### src/include/tidu_pkg.sv
// Purpose: shared constants for the transfer-information decode and update block
// Assumes: fields packed as they sit in the two mode bytes of a fetched set
// Notes:   positions are bit indices within their byte
package tidu_pkg;
    // ----------------------------------------
    // widths
    // ----------------------------------------
    localparam int ADDR_W  = 24;
    localparam int COUNT_W = 16;
    localparam int BYTE_W  = 8;
    // ----------------------------------------
    // mode byte a fields
    // ----------------------------------------
    localparam int SRC_STEP_HI_POS = 7;
    localparam int SRC_STEP_LO_POS = 6;
    localparam int DST_STEP_HI_POS = 5;
    localparam int DST_STEP_LO_POS = 4;
    localparam int MODE_SEL_HI_POS = 3;
    localparam int MODE_SEL_LO_POS = 2;
    localparam int REPEAT_SIDE_POS = 1;
    localparam int SIZE_SEL_POS    = 0;
    // ----------------------------------------
    // mode byte b fields
    // ----------------------------------------
    localparam int CHAIN_EN_POS    = 7;
    localparam int IRQ_EACH_POS    = 6;
    // ----------------------------------------
    // codes and steps
    // ----------------------------------------
    localparam logic [1:0] MODE_NORMAL = 2'h0;
    localparam logic [1:0] MODE_REPEAT = 2'h1;
    localparam logic [1:0] MODE_BLOCK  = 2'h2;
    localparam logic [1:0] MODE_UNUSED = 2'h3;
    localparam logic [ADDR_W-1:0] STEP_BYTE = 24'h00_0001;
    localparam logic [ADDR_W-1:0] STEP_WORD = 24'h00_0002;
    localparam logic [COUNT_W-1:0] COUNT_ONE = 16'h0001;
    localparam logic [BYTE_W-1:0]  LOW_ONE   = 8'h01;
    // ----------------------------------------
    // reset values
    // ----------------------------------------
    localparam logic [ADDR_W-1:0]  ADDR_RST  = 24'h00_0000;
    localparam logic [COUNT_W-1:0] COUNT_RST = 16'h0000;
    localparam logic [BYTE_W-1:0]  BYTE_RST  = 8'h00;
endpackage

### src/rtl/tidu_addr_step.sv
// Purpose: next address for one side after a transfer
// Assumes: span is the repeat area length in transfers, 0 meaning 256
// Notes:   restore rewinds the area to its start at its last transfer
`timescale 1ns/100ps
`default_nettype none
module tidu_addr_step #(
    parameter int ADDR_W = 24
) (
    input  wire logic [ADDR_W-1:0] addr,
    input  wire logic              step_hi,
    input  wire logic              step_lo,
    input  wire logic              word,
    input  wire logic              restore,
    input  wire logic [7:0]        span,
    output logic      [ADDR_W-1:0] addr_next
);
    logic [ADDR_W-1:0] step;
    logic [ADDR_W-1:0] back;
    logic [8:0]        n;

    always_comb begin
        step = word ? ADDR_W'(tidu_pkg::STEP_WORD) : ADDR_W'(tidu_pkg::STEP_BYTE);
        n    = (span == 8'h00) ? 9'h100 : {1'b0, span};
        // whole area length, span times the step size, so restore lands on the start
        back = word ? ADDR_W'({n, 1'b0}) : ADDR_W'(n);
        if (!step_hi) begin
            addr_next = addr;
        end else if (!step_lo) begin
            addr_next = restore ? addr + step - back : addr + step;
        end else begin
            addr_next = restore ? addr - step + back : addr - step;
        end
    end
endmodule
`default_nettype wire

### src/rtl/tidu_core.sv
// Purpose: decode a fetched transfer-information set and compute its write-back
// Assumes: sequencer fetches the set from on-chip ram and writes it back itself
// Notes:   one update per load; a chain or a new activation needs a fresh load
// Notes on behaviour
// - source address fixed, incremented or decremented by 1 or 2 after transfer
// - destination address fixed, incremented or decremented by 1 or 2 likewise
// - mode field: 00 normal, 01 repeat, 10 block, 11 unassigned
// - repeat side select 0 means destination area, 1 means source area
// - size select 0 moves a byte, 1 moves a 16-bit word
// - chain set fetches next set in same activation, else back to waiting
// - chained transfer: no end check, no source flag clear, no enable clear
// - irq select 0 clears source flag unless counter reached zero
// - irq select 1 leaves source flag set so cpu interrupt is raised
// - normal mode: whole primary count decrements, sequence ends at zero
// - repeat or block: low byte decrements, reloads from high byte at zero
// - block mode: block count decrements per block, sequence ends at zero
// - set lives in on-chip ram, not reachable as device registers
`timescale 1ns/100ps
`default_nettype none
module tidu_core #(
    parameter int ADDR_W  = 24,
    parameter int COUNT_W = 16
) (
    input  wire logic               mclk,
    input  wire logic               rst,
    input  wire logic               info_load,
    input  wire logic [7:0]         transfer_mode_byte_a,
    input  wire logic [7:0]         transfer_mode_byte_b,
    input  wire logic [ADDR_W-1:0]  source_address,
    input  wire logic [ADDR_W-1:0]  destination_address,
    input  wire logic [COUNT_W-1:0] transfer_count_primary,
    input  wire logic [COUNT_W-1:0] transfer_count_block,
    input  wire logic               xfer_done,
    output logic                    info_ready,
    output logic                    size_word,
    output logic                    repeat_area_is_source,
    output logic [1:0]              mode_eff,
    output logic                    wb_valid,
    output logic [ADDR_W-1:0]       wb_source_address,
    output logic [ADDR_W-1:0]       wb_destination_address,
    output logic [COUNT_W-1:0]      wb_count_primary,
    output logic [COUNT_W-1:0]      wb_count_block,
    output logic                    chain_fetch,
    output logic                    finish_wait,
    output logic                    seq_end,
    output logic                    clear_source_flag,
    output logic                    clear_activation_enable
);
    // ----------------------------------------
    // state
    // ----------------------------------------
    typedef enum logic [1:0] {
        ST_IDLE  = 2'b01,
        ST_READY = 2'b10
    } tidu_state_e;

    tidu_state_e        st_reg, st_next;
    logic [7:0]         ma_reg, ma_next;
    logic [1:0]         md_reg, md_next;
    logic               chain_reg, chain_next, irq_reg, irq_next;
    logic [ADDR_W-1:0]  sa_reg, sa_next, da_reg, da_next;
    logic [COUNT_W-1:0] ca_reg, ca_next, cb_reg, cb_next;
    logic               wbv_reg, wbv_next, chn_reg, chn_next, fin_reg, fin_next;
    logic               end_reg, end_next, clf_reg, clf_next, cle_reg, cle_next;

    // ----------------------------------------
    // decode
    // ----------------------------------------
    function automatic logic [1:0] eff_mode(input logic [7:0] ma);
        logic [1:0] m;
        m = {ma[tidu_pkg::MODE_SEL_HI_POS], ma[tidu_pkg::MODE_SEL_LO_POS]};
        eff_mode = (m == tidu_pkg::MODE_UNUSED) ? tidu_pkg::MODE_NORMAL : m;
    endfunction

    logic [1:0] mode;
    logic       word, rpt_src, area_mode, low_end, src_rst, dst_rst;
    logic [7:0] low_dec;
    logic [ADDR_W-1:0] sa_step, da_step;

    always_comb begin
        mode      = md_reg;
        word      = ma_reg[tidu_pkg::SIZE_SEL_POS];
        rpt_src   = ma_reg[tidu_pkg::REPEAT_SIDE_POS];
        area_mode = (mode != tidu_pkg::MODE_NORMAL);
        low_dec   = ca_reg[7:0] - tidu_pkg::LOW_ONE;
        low_end   = area_mode && (low_dec == tidu_pkg::BYTE_RST);
        src_rst   = low_end && rpt_src;
        dst_rst   = low_end && !rpt_src;
    end

    tidu_addr_step #(.ADDR_W(ADDR_W)) u_src_step (
        .addr      (sa_reg),
        .step_hi   (ma_reg[tidu_pkg::SRC_STEP_HI_POS]),
        .step_lo   (ma_reg[tidu_pkg::SRC_STEP_LO_POS]),
        .word      (word),
        .restore   (src_rst),
        .span      (ca_reg[15:8]),
        .addr_next (sa_step)
    );

    tidu_addr_step #(.ADDR_W(ADDR_W)) u_dst_step (
        .addr      (da_reg),
        .step_hi   (ma_reg[tidu_pkg::DST_STEP_HI_POS]),
        .step_lo   (ma_reg[tidu_pkg::DST_STEP_LO_POS]),
        .word      (word),
        .restore   (dst_rst),
        .span      (ca_reg[15:8]),
        .addr_next (da_step)
    );

    // ----------------------------------------
    // next state
    // ----------------------------------------
    logic done_cnt;

    always_comb begin
        st_next    = st_reg;
        ma_next    = ma_reg;
        md_next    = md_reg;
        chain_next = chain_reg;
        irq_next   = irq_reg;
        sa_next    = sa_reg;
        da_next    = da_reg;
        ca_next    = ca_reg;
        cb_next    = cb_reg;
        wbv_next   = 1'b0;
        chn_next   = 1'b0;
        fin_next   = 1'b0;
        end_next   = 1'b0;
        clf_next   = 1'b0;
        cle_next   = 1'b0;
        done_cnt   = 1'b0;
        case (st_reg)
            ST_IDLE: begin
                if (info_load) begin
                    // low six bits of byte b never stored: no effect on operation
                    ma_next    = transfer_mode_byte_a;
                    md_next    = eff_mode(transfer_mode_byte_a);
                    chain_next = transfer_mode_byte_b[tidu_pkg::CHAIN_EN_POS];
                    irq_next   = transfer_mode_byte_b[tidu_pkg::IRQ_EACH_POS];
                    sa_next    = source_address;
                    da_next    = destination_address;
                    ca_next    = transfer_count_primary;
                    cb_next    = transfer_count_block;
                    st_next    = ST_READY;
                end
            end
            ST_READY: begin
                if (xfer_done) begin
                    sa_next = sa_step;
                    da_next = da_step;
                    case (mode)
                        tidu_pkg::MODE_NORMAL: begin
                            ca_next  = ca_reg - tidu_pkg::COUNT_ONE;
                            done_cnt = (ca_next == tidu_pkg::COUNT_RST);
                        end
                        tidu_pkg::MODE_REPEAT: begin
                            ca_next = {ca_reg[15:8], low_end ? ca_reg[15:8] : low_dec};
                        end
                        tidu_pkg::MODE_BLOCK: begin
                            ca_next = {ca_reg[15:8], low_end ? ca_reg[15:8] : low_dec};
                            if (low_end) begin
                                cb_next  = cb_reg - tidu_pkg::COUNT_ONE;
                                done_cnt = (cb_next == tidu_pkg::COUNT_RST);
                            end
                        end
                        default: begin
                            ca_next = ca_reg;
                        end
                    endcase
                    wbv_next = 1'b1;
                    if (chain_reg) begin
                        chn_next = 1'b1;
                    end else begin
                        fin_next = 1'b1;
                        end_next = done_cnt;
                        clf_next = !irq_reg && !done_cnt;
                        cle_next = done_cnt || irq_reg;
                    end
                    st_next = ST_IDLE;
                end
            end
            default: begin
                st_next = ST_IDLE;
            end
        endcase
    end

    // ----------------------------------------
    // registers
    // ----------------------------------------
    always_ff @(posedge mclk) begin
        if (rst) begin
            st_reg    <= ST_IDLE;
            ma_reg    <= tidu_pkg::BYTE_RST;
            md_reg    <= tidu_pkg::MODE_NORMAL;
            chain_reg <= 1'b0;
            irq_reg   <= 1'b0;
            sa_reg    <= tidu_pkg::ADDR_RST;
            da_reg    <= tidu_pkg::ADDR_RST;
            ca_reg    <= tidu_pkg::COUNT_RST;
            cb_reg    <= tidu_pkg::COUNT_RST;
            wbv_reg   <= 1'b0;
            chn_reg   <= 1'b0;
            fin_reg   <= 1'b0;
            end_reg   <= 1'b0;
            clf_reg   <= 1'b0;
            cle_reg   <= 1'b0;
        end else begin
            st_reg    <= st_next;
            ma_reg    <= ma_next;
            md_reg    <= md_next;
            chain_reg <= chain_next;
            irq_reg   <= irq_next;
            sa_reg    <= sa_next;
            da_reg    <= da_next;
            ca_reg    <= ca_next;
            cb_reg    <= cb_next;
            wbv_reg   <= wbv_next;
            chn_reg   <= chn_next;
            fin_reg   <= fin_next;
            end_reg   <= end_next;
            clf_reg   <= clf_next;
            cle_reg   <= cle_next;
        end
    end

    // set only enters through the load port; nothing here is software-addressable
    // ready is the one-hot bit of its state, so the port comes straight from a flop
    assign info_ready              = st_reg[1];
    assign size_word               = ma_reg[tidu_pkg::SIZE_SEL_POS];
    assign repeat_area_is_source   = ma_reg[tidu_pkg::REPEAT_SIDE_POS];
    assign mode_eff                = md_reg;
    assign wb_valid                = wbv_reg;
    assign wb_source_address       = sa_reg;
    assign wb_destination_address  = da_reg;
    assign wb_count_primary        = ca_reg;
    assign wb_count_block          = cb_reg;
    assign chain_fetch             = chn_reg;
    assign finish_wait             = fin_reg;
    assign seq_end                 = end_reg;
    assign clear_source_flag       = clf_reg;
    assign clear_activation_enable = cle_reg;
endmodule
`default_nettype wire

### config.mk
export PLATFORM = sky130hd
export DESIGN_NAME = tidu_core
export DESIGN_NICKNAME = d
export VERILOG_FILES = /design/src/include/tidu_pkg.sv /design/src/rtl/tidu_addr_step.sv /design/src/rtl/tidu_core.sv
export SDC_FILE = /design/constraint.sdc
export NUM_CORES = 1
export LEC_CHECK = 0
export ABC_AREA = 1
export BUFFER_PORTS_ARGS = -buffer_cell sky130_fd_sc_hd__buf_4
export CAP_MARGIN = 20
export CORE_UTILIZATION = 45
export DETAILED_ROUTE_END_ITERATION = 8
export GPL_TIMING_DRIVEN = 0
export PLACE_DENSITY_LB_ADDON = 0.12
export SETUP_SLACK_MARGIN = 0.2
export SYNTH_ARGS = -nofsm -noshare
export SYNTH_HDL_FRONTEND = slang
export SYNTH_HIERARCHICAL = 1
export SYNTH_SLANG_ARGS = --single-unit
### constraint.sdc
create_clock -name mclk -period 4.65 [get_ports mclk]
set_input_delay 0 -clock mclk [delete_from_list [all_inputs] [get_ports mclk]]
set_output_delay 0 -clock mclk [all_outputs]
set_load 0.02 [all_outputs]
==> run_results.csv, run 1 <==
group,metric,value,unit
sta,fin_crit,4.280,ns
power_and_ir_drop,p_switching,7.619,mW
logic_synthesis,synth_top_cells_by_area,"nand2_1, dfxtp_1, inv_1",
finish,layout_common_cells,"nand2_1, inv_1, nor2_1",
sta,final_hold_viol_count,0,
power_and_ir_drop,switching_share,61.68,%
placement,place_congestion,0.9858,
logic_synthesis,avgSynthCellArea,5.486,um2
sta,fin_setup_tns,0,ns
sta,fmax,233.6,MHz
finish,multi_input_area,0.01021,mm2
logic_synthesis,synth_nets,2685,
logic_synthesis,ys_seq_elements,98,
worst_setup_path,cp_common_cell,"nand2_1",
power_and_ir_drop,seqPwrFrac,14.4,%
power_and_ir_drop,p_int,4.732,mW
finish,n_fill_cell,3176,
power_and_ir_drop,power,12.35,mW
detailed_routing,wl_per_cell,18.17,um
detailed_routing,vias_per_cell,5.522,
job,maxCapViolations,0,
worst_setup_path,arrival,4.59,ns
worst_setup_path,required,4.96,ns
clock_tree,cts-root-buf,"clkbuf_16",
global_route,grt_antenna_before_repair,3,
clock_tree,cts_buffer_depth,2,
power_and_ir_drop,irDropWorstVdd,313.0,uV
sta,skew,0.01294,ns
finish,drive_gt1_share,14.36,%
detailed_routing,first_iter_violations,2024,
detailed_routing,first_pass_iters,9,
clock_tree,h-tree-depth,3,
sta,maxSlewViolCount,0,
logic_synthesis,synth_top_area_share,22.39,%
finish,fin_cells,3213,
floorplan,die_width,177.7,um
detailed_routing,num_vias,17740,
power_and_ir_drop,leakagePower,8.455,nW
placement,dpl_cell_area,0.01577,mm2
detailed_routing,drc_errors,0,
detailed_routing,drtAntennaViolNets,0,
min_path,hold_path_depth,5,
global_route,grt_start_max_net_pins,21,
worst_setup_path,cp_cell_sequence,"inv_4 -> ha_2 -> inv_1 -> fa_2 -> nor2_8 -> nand2_2 -> xor2_1 -> ha_1 -> a21oi_1 -> nor2_1 -> nor3_2 -> nand2_2 -> nor3_4 -> nand2_1 -> nand2_1 -> nand3_1 -> o21ai_1 -> nand2_1 -> nand2_1 -> nand2_1 -> a31oi_1",
floorplan,core_area,0.03003,mm2
worst_setup_path,slowest_stage,"dfxtp_2",
placement,hpwl,46.41,mm
clock_tree,clock_latency,0.39,ns
logic_synthesis,yosysWarnings,6,
floorplan,fp.dieArea,0.03159,mm2
placement,port_buffers,184,
clock_tree,post_cts_buffers,0,
worst_setup_path,crit_type,"flip-flop to flip-flop",
min_path,min_path_type,"primary input to flip-flop",
global_route,grt_pass1_vias,15990,
worst_setup_path,critical_path.max_stage_delay,0.44,ns
global_route,overflow,0,
sta,whs,0.02354,ns
clock_tree,cts_buffers,9,
sta,tightest_slew,1.004,ns
logic_synthesis,synth_area,0.01390,mm2
worst_setup_path,reg2regPathDepth,21,
clock_tree,cts.sinks,98,
power_and_ir_drop,pwr_density_cell,727.2,mW/mm2
worst_setup_path,cp_max_fo,11,
logic_synthesis,synthCells,2533,
power_and_ir_drop,pwr-share-clk,6.7,%
finish,seqCellArea,0.001963,mm2
finish,final_nets,2968,
sta,setup_viol,0,
finish,final_area,0.01698,mm2
floorplan,io_pins,191,
sta,relSlewSlack,33.05,%
clock_tree,clk_pin_slew,0.09,ns
finish,final_common_cell,"nand2_1",
sta,rsz0062_at_grt,"no",
power_and_ir_drop,power_frac_comb,79.0,%
sta,finalCritPeriodShare,92.05,%
finish,area_growth,22.21,%
worst_setup_path,cp-start-kind,"flip-flop",
detailed_routing,drt_wl_total,58.38,mm
logic_synthesis,seq_area_frac_synth,14.12,%
clock_tree,cts_tree,"built",
logic_synthesis,synth_area_leader_cell,"nand2_1",
floorplan,die_h,177.7,um
worst_setup_path,end_kind,"flip-flop",
placement,placedCellCount,3107,
outcome,status,"finished clean",
global_route,grt_use_total,36.68,%
floorplan,initial_utilization,46.27,%
floorplan,rows,63,
global_route,grt_pass1_wl,88.63,mm
logic_synthesis,ys_types,57,
-- cell type report --
class	count	share of cell area, %
diodes	2	0.02947
plain buffers	102	3.352
clock buffers	9	1.326
clock inverters	7	0.4494
inverters	315	6.999
multi-input cells	2018	60.09
flip-flops and latches	98	11.56
well taps	390	2.873
repair buffers	272	13.32
-- path summary, 6_finish.rpt --
kind              slack, ns                startpoint               endpoint
setup reg to reg       0.37                 ma_reg[0]  wb_source_address[15]
hold reg to reg        0.48                 st_reg[0]              st_reg[0]
hold / removal         0.02  transfer_count_block[11]     wb_count_block[11]
setup / recovery       0.37                 ma_reg[0]  wb_source_address[15]
-- kinds of logic after synthesis --
group	Yosys count	share of synthesized area, %
buffers and inverters	417	12.60
adder cells (fa/ha/maj)	52	5.114
XOR/XNOR	56	3.826
AO/OA/AOI/OAI	371	14.94
AND/OR/NAND/NOR	1538	49.34
multiplexers	1	0.07203
flip-flops	98	14.12
-- synthesized netlist by cell type, drive strengths merged --
master / instances
a211oi: 1
a21boi: 5
a21oi: 88
a22oi: 4
a2bb2oi: 2
a31oi: 72
and2: 1
buf: 48
clkbuf: 54
clkinv: 7
dfxtp: 98
fa: 8
ha: 44
inv: 308
mux2i: 1
nand2: 873
nand3: 234
nand3b: 9
nand4: 61
nor2: 330
nor3: 18
nor3b: 1
nor4: 6
o211ai: 4
o21a: 1
o21ai: 178
o21bai: 14
o22ai: 2
or2: 5
xnor2: 13
xor2: 43
-- power by group through the flow --
stage	clock network, mW	logic [mW]	registers, mW
finish	0.822	9.76	1.77
global placement	0	9.32	1.75
global route	0.859	10.8	1.82
detailed placement	0	9.41	1.76
floorplan	0	6.50	1.92
CTS	0.836	9.53	1.74
-- timing repair --
action                                  CTS  global route
cloned                                    0             0
endpoints found under the setup margin    3            10
hold endpoints to repair                 89             0
hold buffers                             88             0
resized for setup                         3            10
-- worst max-delay path, delay by kind of cell (launching register included) --
| kind | cells | cell delay, ns |
|---|---|---|
| flip-flops | 1 | 0.44 |
| AND/OR/NAND/NOR | 12 | 1.60 |
| AO/OA/AOI/OAI | 3 | 0.63 |
| adder cells (fa/ha/maj) | 3 | 1.08 |
| buffers and inverters | 2 | 0.25 |
| XOR/XNOR | 1 | 0.19 |
-- through the flow --
step,utilization [%],setup WS (ns)
2_1_floorplan,-,0.9753
3_3_place_gp,52.50,-0.03722
3_5_place_dp,52.50,-0.02813
4_1_cts,56.45,0.2479
5_1_grt,56.54,0.2450
6_report,56.55,0.3699
-- metal layers --
layer  track usage, %  routed length [um]
met5                0                  13
met4            13.00                1613
met2            54.13               24210
met1            52.53               26720
met3            6.769                5822
No activity file was read; power rests on OpenSTA's default activity.
==> run 2: changes to the inputs <==
- CORE_UTILIZATION: 45 -> 30
==> run 2 against run 1 <==
Effect of this change: count of clock-buffer cells in the layout rose by 2; combinational power is 0.5% higher; wire length increased by 9.9%; critical path type unchanged; largest power group unchanged.
==> run_results.csv, run 2 (synthesis results as in run 1) <==
group,metric,value,unit
power_and_ir_drop,power_frac_comb,78.3,%
finish,final_common_cell,"nand2_1",
worst_setup_path,end_kind,"flip-flop",
floorplan,fp.dieArea,0.04719,mm2
placement,place_congestion,0.9521,
sta,fmax,236.2,MHz
detailed_routing,wl_per_cell,18.73,um
placement,hpwl,50.96,mm
global_route,grt_use_total,26.74,%
power_and_ir_drop,p_int,4.810,mW
floorplan,initial_utilization,30.49,%
sta,final_hold_viol_count,0,
finish,final_nets,2970,
worst_setup_path,cp_cell_sequence,"clkinvlp_4 -> ha_1 -> inv_1 -> nand3_2 -> nand2_4 -> nand2_1 -> nor2_1 -> xor2_1 -> ha_1 -> inv_1 -> nor2_1 -> nor3_1 -> nand2_2 -> nor3_4 -> nand3_1 -> nand2_1 -> nand3_1 -> nand2_1 -> nand2_1 -> nand2_1 -> nand2_1 -> a31oi_1",
detailed_routing,drc_errors,0,
power_and_ir_drop,power,12.53,mW
worst_setup_path,cp_top_family,"simple AND/OR/NAND/NOR gates",
worst_setup_path,cp_common_cell,"nand2_1",
floorplan,rows,78,
detailed_routing,first_iter_violations,1734,
sta,rsz0062_at_grt,"no",
power_and_ir_drop,pwr-share-clk,7.0,%
clock_tree,cts_buffer_depth,2,
sta,tightest_slew,0.8989,ns
detailed_routing,drtAntennaViolNets,0,
global_route,grt.busiest_layer,"met2",
placement,placedCellCount,3317,
clock_tree,cts_tree,"built",
sta,skew,0.02396,ns
global_route,grtUsageMet3,2.963,%
clock_tree,cts-root-buf,"clkbuf_16",
worst_setup_path,cp-start-kind,"flip-flop",
power_and_ir_drop,switching_share,61.62,%
global_route,grt_start_max_net_pins,18,
finish,fin_cells,3424,
clock_tree,clk_pin_slew,0.08,ns
sta,setup_viol,0,
finish,layout_common_cells,"nand2_1, inv_1, nor2_1",
sta,finalCritPeriodShare,91.04,%
worst_setup_path,required,4.97,ns
finish,drive_gt1_share,14.38,%
detailed_routing,first_pass_iters,8,
floorplan,core_area,0.04558,mm2
global_route,grt_pass1_vias,16370,
clock_tree,cts.sinks,98,
worst_setup_path,critical_path.max_stage_delay,0.52,ns
power_and_ir_drop,seqPwrFrac,14.7,%
finish,area_growth,24.25,%
outcome,status,"finished clean",
worst_setup_path,slowest_stage,"dfxtp_4",
sta,fin_setup_tns,0,ns
power_and_ir_drop,p_switching,7.724,mW
floorplan,io_pins,191,
placement,port_buffers,184,
global_route,grt_pass1_wl,96.71,mm
global_route,overflow,0,
clock_tree,h-tree-depth,3,
worst_setup_path,crit_type,"flip-flop to flip-flop",
detailed_routing,vias_per_cell,5.193,
job,maxCapViolations,0,
clock_tree,clock_latency,0.40,ns
clock_tree,cts_buffers,9,
min_path,min_path_type,"primary input to flip-flop",
sta,relSlewSlack,40.07,%
power_and_ir_drop,pwr_density_cell,725.9,mW/mm2
worst_setup_path,arrival,4.55,ns
worst_setup_path,cp_num_buf_inv,3,
detailed_routing,drt_wl_total,64.13,mm
detailed_routing,num_vias,17780,
sta,fin_crit,4.233,ns
global_route,grt_antenna_before_repair,1,
floorplan,die_h,217.2,um
sta,maxSlewViolCount,0,
global_route,gr-usage-met1,37.52,%
floorplan,die_width,217.2,um
power_and_ir_drop,leakagePower,8.473,nW
worst_setup_path,cp_max_fo,11,
global_route,grt_use_met2,42.67,%
power_and_ir_drop,irDropWorstVdd,290.1,uV
[run 2: worst register-to-register path, cell delays in order (launching register included)]
cell        delay, ns
dfxtp_4          0.52
clkinvlp_4       0.22
ha_1             0.34
inv_1            0.17
nand3_2          0.12
nand2_4          0.15
nand2_1          0.21
nor2_1           0.18
xor2_1           0.25
ha_1             0.32
inv_1            0.16
nor2_1           0.07
nor3_1           0.19
nand2_2          0.12
nor3_4           0.30
nand3_1          0.12
nand2_1          0.07
nand3_1          0.13
nand2_1          0.16
nand2_1          0.06
nand2_1          0.07
nand2_1          0.05
a31oi_1          0.18
[run 2: routing by layer]
layer | vias up | routed length [um]
li1 | 8741 | -
met1 | 8243 | 29950
met2 | 709 | 28180
met3 | 88 | 4496
met4 | 0 | 1506
met5 | - | 0
[run 2: path summary, 6_finish.rpt]
check / slack [ns] / endpoint / cells past startpoint / startpoint
max reg2reg: 0.42 / wb_source_address[23] / 22 / ma_reg[0]
min reg2reg: 0.48 / st_reg[0] / 2 / st_reg[0]
max: 0.42 / wb_source_address[23] / 22 / ma_reg[0]
min: 0.01 / mode_eff[1] / 4 / transfer_mode_byte_a[2]
[run 2: area by class of cell]
type / count / area, um2
Antenna cell: 1 / 2.502
Buffer: 102 / 569.3
Clock buffer: 11 / 252.7
Clock inverter: 5 / 67.56
Fill cell: 5090 / 28310
Inverter: 315 / 1190
Multi-Input combinational cell: 2018 / 10190
Sequential cell: 98 / 1966
Tap cell: 600 / 750.7
Timing Repair Buffer: 274 / 2275
[run 2: power by group through the flow]
| stage | Clock [mW] | Combinational (mW) | Sequential [mW] |
|---|---|---|---|
| final | 0.882 | 9.81 | 1.84 |
| after global placement | 0 | 9.48 | 1.85 |
| after floorplan | 0 | 6.50 | 1.92 |
| after CTS | 0.912 | 9.64 | 1.83 |
| after global routing | 0.935 | 10.9 | 1.88 |
| after detailed placement | 0 | 9.53 | 1.85 |
[run 2: stage by stage]
stage / util (%) / hold WS [ns] / area (um2) / setup WS, ns
global placement: 35.17 / 0.2257 / 16030 / -0.1526
detailed placement: 35.17 / 0.2250 / 16030 / -0.1817
floorplan: - / 0.07798 / 13900 / 0.9753
CTS: 37.80 / 0.001544 / 17230 / 0.2021
global route: 37.89 / 0.04625 / 17270 / 0.2041
finish: 37.89 / 0.01261 / 17270 / 0.4169
[run 2: timing repair]
| item | CTS | global route |
|---|---|---|
| gates resized for setup | 3 | 7 |
| hold endpoints to repair | 91 | 0 |
| hold buffers | 87 | 0 |
| setup buffers | 0 | 3 |
| endpoints found under the setup margin | 17 | 19 |
==> run 3: changes to the inputs <==
- CORE_UTILIZATION: 30 -> 60
==> run 3 against run 2 <==
Effect of this change: via count up 4.8%; sequential cell count unchanged; die area down 50%; count of clock-buffer cells in the layout down 2; non-clock buffer count down 2; combinational power about the same; final area down 2.4%; power down 0.87%; critical path depth down 1; fmax down 2.6%; clock skew down 0.0063 ns; critical path type unchanged; critical endpoint is now wb_source_address[15]; largest power group unchanged; highest routed layer unchanged.
==> run_results.csv, run 3 (synthesis results as in run 1) <==
group,metric,value,unit
outcome,status,"finished clean",
finish,final_area,0.01685,mm2
floorplan,die_h,154.2,um
worst_setup_path,cp_common_cell,"nand2_1",
worst_setup_path,reg2regPathDepth,21,
worst_setup_path,rrSetupSlack,0.30,ns
sta,final_hold_viol_count,0,
placement,hpwl,42.31,mm
global_route,grt_pass1_vias,16870,
worst_setup_path,slowest_stage,"dfxtp_2",
finish,final_nets,2968,
clock_tree,clock_latency,0.37,ns
floorplan,rows,55,
sta,setup_viol,0,
sta,finalCritPeriodShare,93.45,%
detailed_routing,first_pass_iters,7,
job,maxCapViolations,0,
worst_setup_path,cp_top_family,"simple AND/OR/NAND/NOR gates",
placement,port_buffers,184,
global_route,overflow,0,
sta,fin_crit,4.345,ns
power_and_ir_drop,irDropWorstVdd,423.4,uV
placement,dpl_cell_area,0.01564,mm2
worst_setup_path,cp-start-kind,"flip-flop",
worst_setup_path,critical_path.max_stage_delay,0.44,ns
sta,maxSlewViolCount,0,
finish,drive_gt1_share,14.25,%
finish,n_fill_cell,1975,
worst_setup_path,end_kind,"flip-flop",
worst_setup_path,cp_num_cells,21,
clock_tree,cts.sinks,98,
global_route,grt_start_max_net_pins,21,
sta,rsz0062_at_grt,"no",
sta,relSlewSlack,39.68,%
placement,place_congestion,1.054,
sta,fin_setup_tns,0,ns
clock_tree,post_cts_buffers,0,
detailed_routing,drtAntennaViolNets,0,
global_route,grt_use_total,46.55,%
floorplan,core_area,0.02271,mm2
sta,tightest_slew,0.9049,ns
worst_setup_path,crit_type,"flip-flop to flip-flop",
worst_setup_path,cp_max_fo,11,
worst_setup_path,arrival,4.65,ns
min_path,min_path_type,"primary input to flip-flop",
finish,fin_cells,3107,
finish,area_growth,21.24,%
sta,skew,0.01770,ns
clock_tree,cts-root-buf,"clkbuf_16",
placement,placedCellCount,3002,
clock_tree,h-tree-depth,3,
clock_tree,cts_buffers,9,
global_route,grt_pass1_wl,87.20,mm
worst_setup_path,required,4.95,ns
detailed_routing,num_vias,18640,
finish,final_common_cell,"nand2_1",
detailed_routing,wl_per_cell,18.18,um
global_route,grt_antenna_before_repair,1,
detailed_routing,first_iter_violations,2731,
sta,fmax,230.1,MHz
worst_setup_path,cp_num_buf_inv,2,
finish,layout_common_cells,"nand2_1, inv_1, nor2_1",
detailed_routing,vias_per_cell,5.998,
detailed_routing,drt_wl_total,56.49,mm
clock_tree,clk_pin_slew,0.09,ns
detailed_routing,drc_errors,0,
worst_setup_path,cp_cell_sequence,"inv_2 -> ha_2 -> inv_1 -> fa_2 -> nor2_8 -> nand2_2 -> xor2_2 -> ha_1 -> a21oi_1 -> nor2_1 -> nor3_1 -> nand2_2 -> nor3_4 -> nand2_1 -> nand2_1 -> nand3_1 -> o21ai_1 -> nand2_1 -> nand2_1 -> nand2_1 -> a31oi_1",
clock_tree,cts_tree,"built",
power_and_ir_drop,leakagePower,8.455,nW
floorplan,fp.dieArea,0.02377,mm2
power_and_ir_drop,pwr_density_cell,737.5,mW/mm2
floorplan,die_width,154.2,um
min_path,hold_path_depth,5,
clock_tree,cts_buffer_depth,2,
floorplan,initial_utilization,61.20,%
floorplan,io_pins,191,
run 3: routing by layer:
metal  global-route usage (%)  part of all wire (%)  vias up
met1                    60.56                    38     8260
met2                    71.60                    42     1408
met3                    11.80                    15      252
met4                    22.71                   5.2        0
met5                        0                     0        -
li1                         -                     -     8717
run 3: metrics by stage:
step | total power [mW] | utilization [%] | worst slack, ns | hold slack [ns]
final | 12.43 | 74.19 | 0.3047 | 0.01944
after global routing | 13.38 | 74.18 | 0.2110 | 0.05564
after CTS | 11.94 | 74.08 | 0.3147 | 0.02298
after detailed placement | 11.02 | 68.85 | 0.08520 | 0.2238
after global placement | 10.80 | 68.85 | 0.1277 | 0.2210
after floorplan | 8.422 | - | 0.9753 | 0.07798
run 3: final timing paths:
check                          startpoint                    end
setup / recovery                ma_reg[0]  wb_source_address[15]
hold / removal    transfer_count_block[6]      wb_count_block[6]
hold reg to reg                 st_reg[0]              st_reg[0]
setup reg to reg                ma_reg[0]  wb_source_address[15]
run 3: power by group:
part           internal [mW]  switching [mW]  leakage, nW
registers               1.18           0.600        0.813
clock network          0.386           0.430        0.150
logic                   3.18            6.66         7.49
run 3: cell type report:
type                       instances  area [um2]  area share (%)
multi-input combinational       2018       10200           60.54
timing repair buffer             272        2262           13.43
sequential                        98        1963           11.65
inverter                         315        1189           7.055
buffer                           102       568.0           3.371
tap                              285       356.6           2.116
clock buffer                       9       225.2           1.337
clock inverter                     7       81.33          0.4827
antenna                            1       2.502         0.01485
run 3: worst register-to-register path, stage by stage, from the launching register on:
cell and delay [ns]:
dfxtp_2 0.44, inv_2 0.22, ha_2 0.30, inv_1 0.07, fa_2 0.43, nor2_8 0.25, nand2_2 0.17, xor2_2 0.19
ha_1 0.37, a21oi_1 0.22, nor2_1 0.06, nor3_1 0.24, nand2_2 0.14, nor3_4 0.29, nand2_1 0.10, nand2_1 0.07
nand3_1 0.12, o21ai_1 0.22, nand2_1 0.08, nand2_1 0.07, nand2_1 0.06, a31oi_1 0.19
run 3: timing repair:
item	in CTS	in global routing
hold endpoints to repair	89	0
resized for setup	2	6
gates cloned	0	0
endpoints found under the setup margin	3	10
hold buffers	88	0
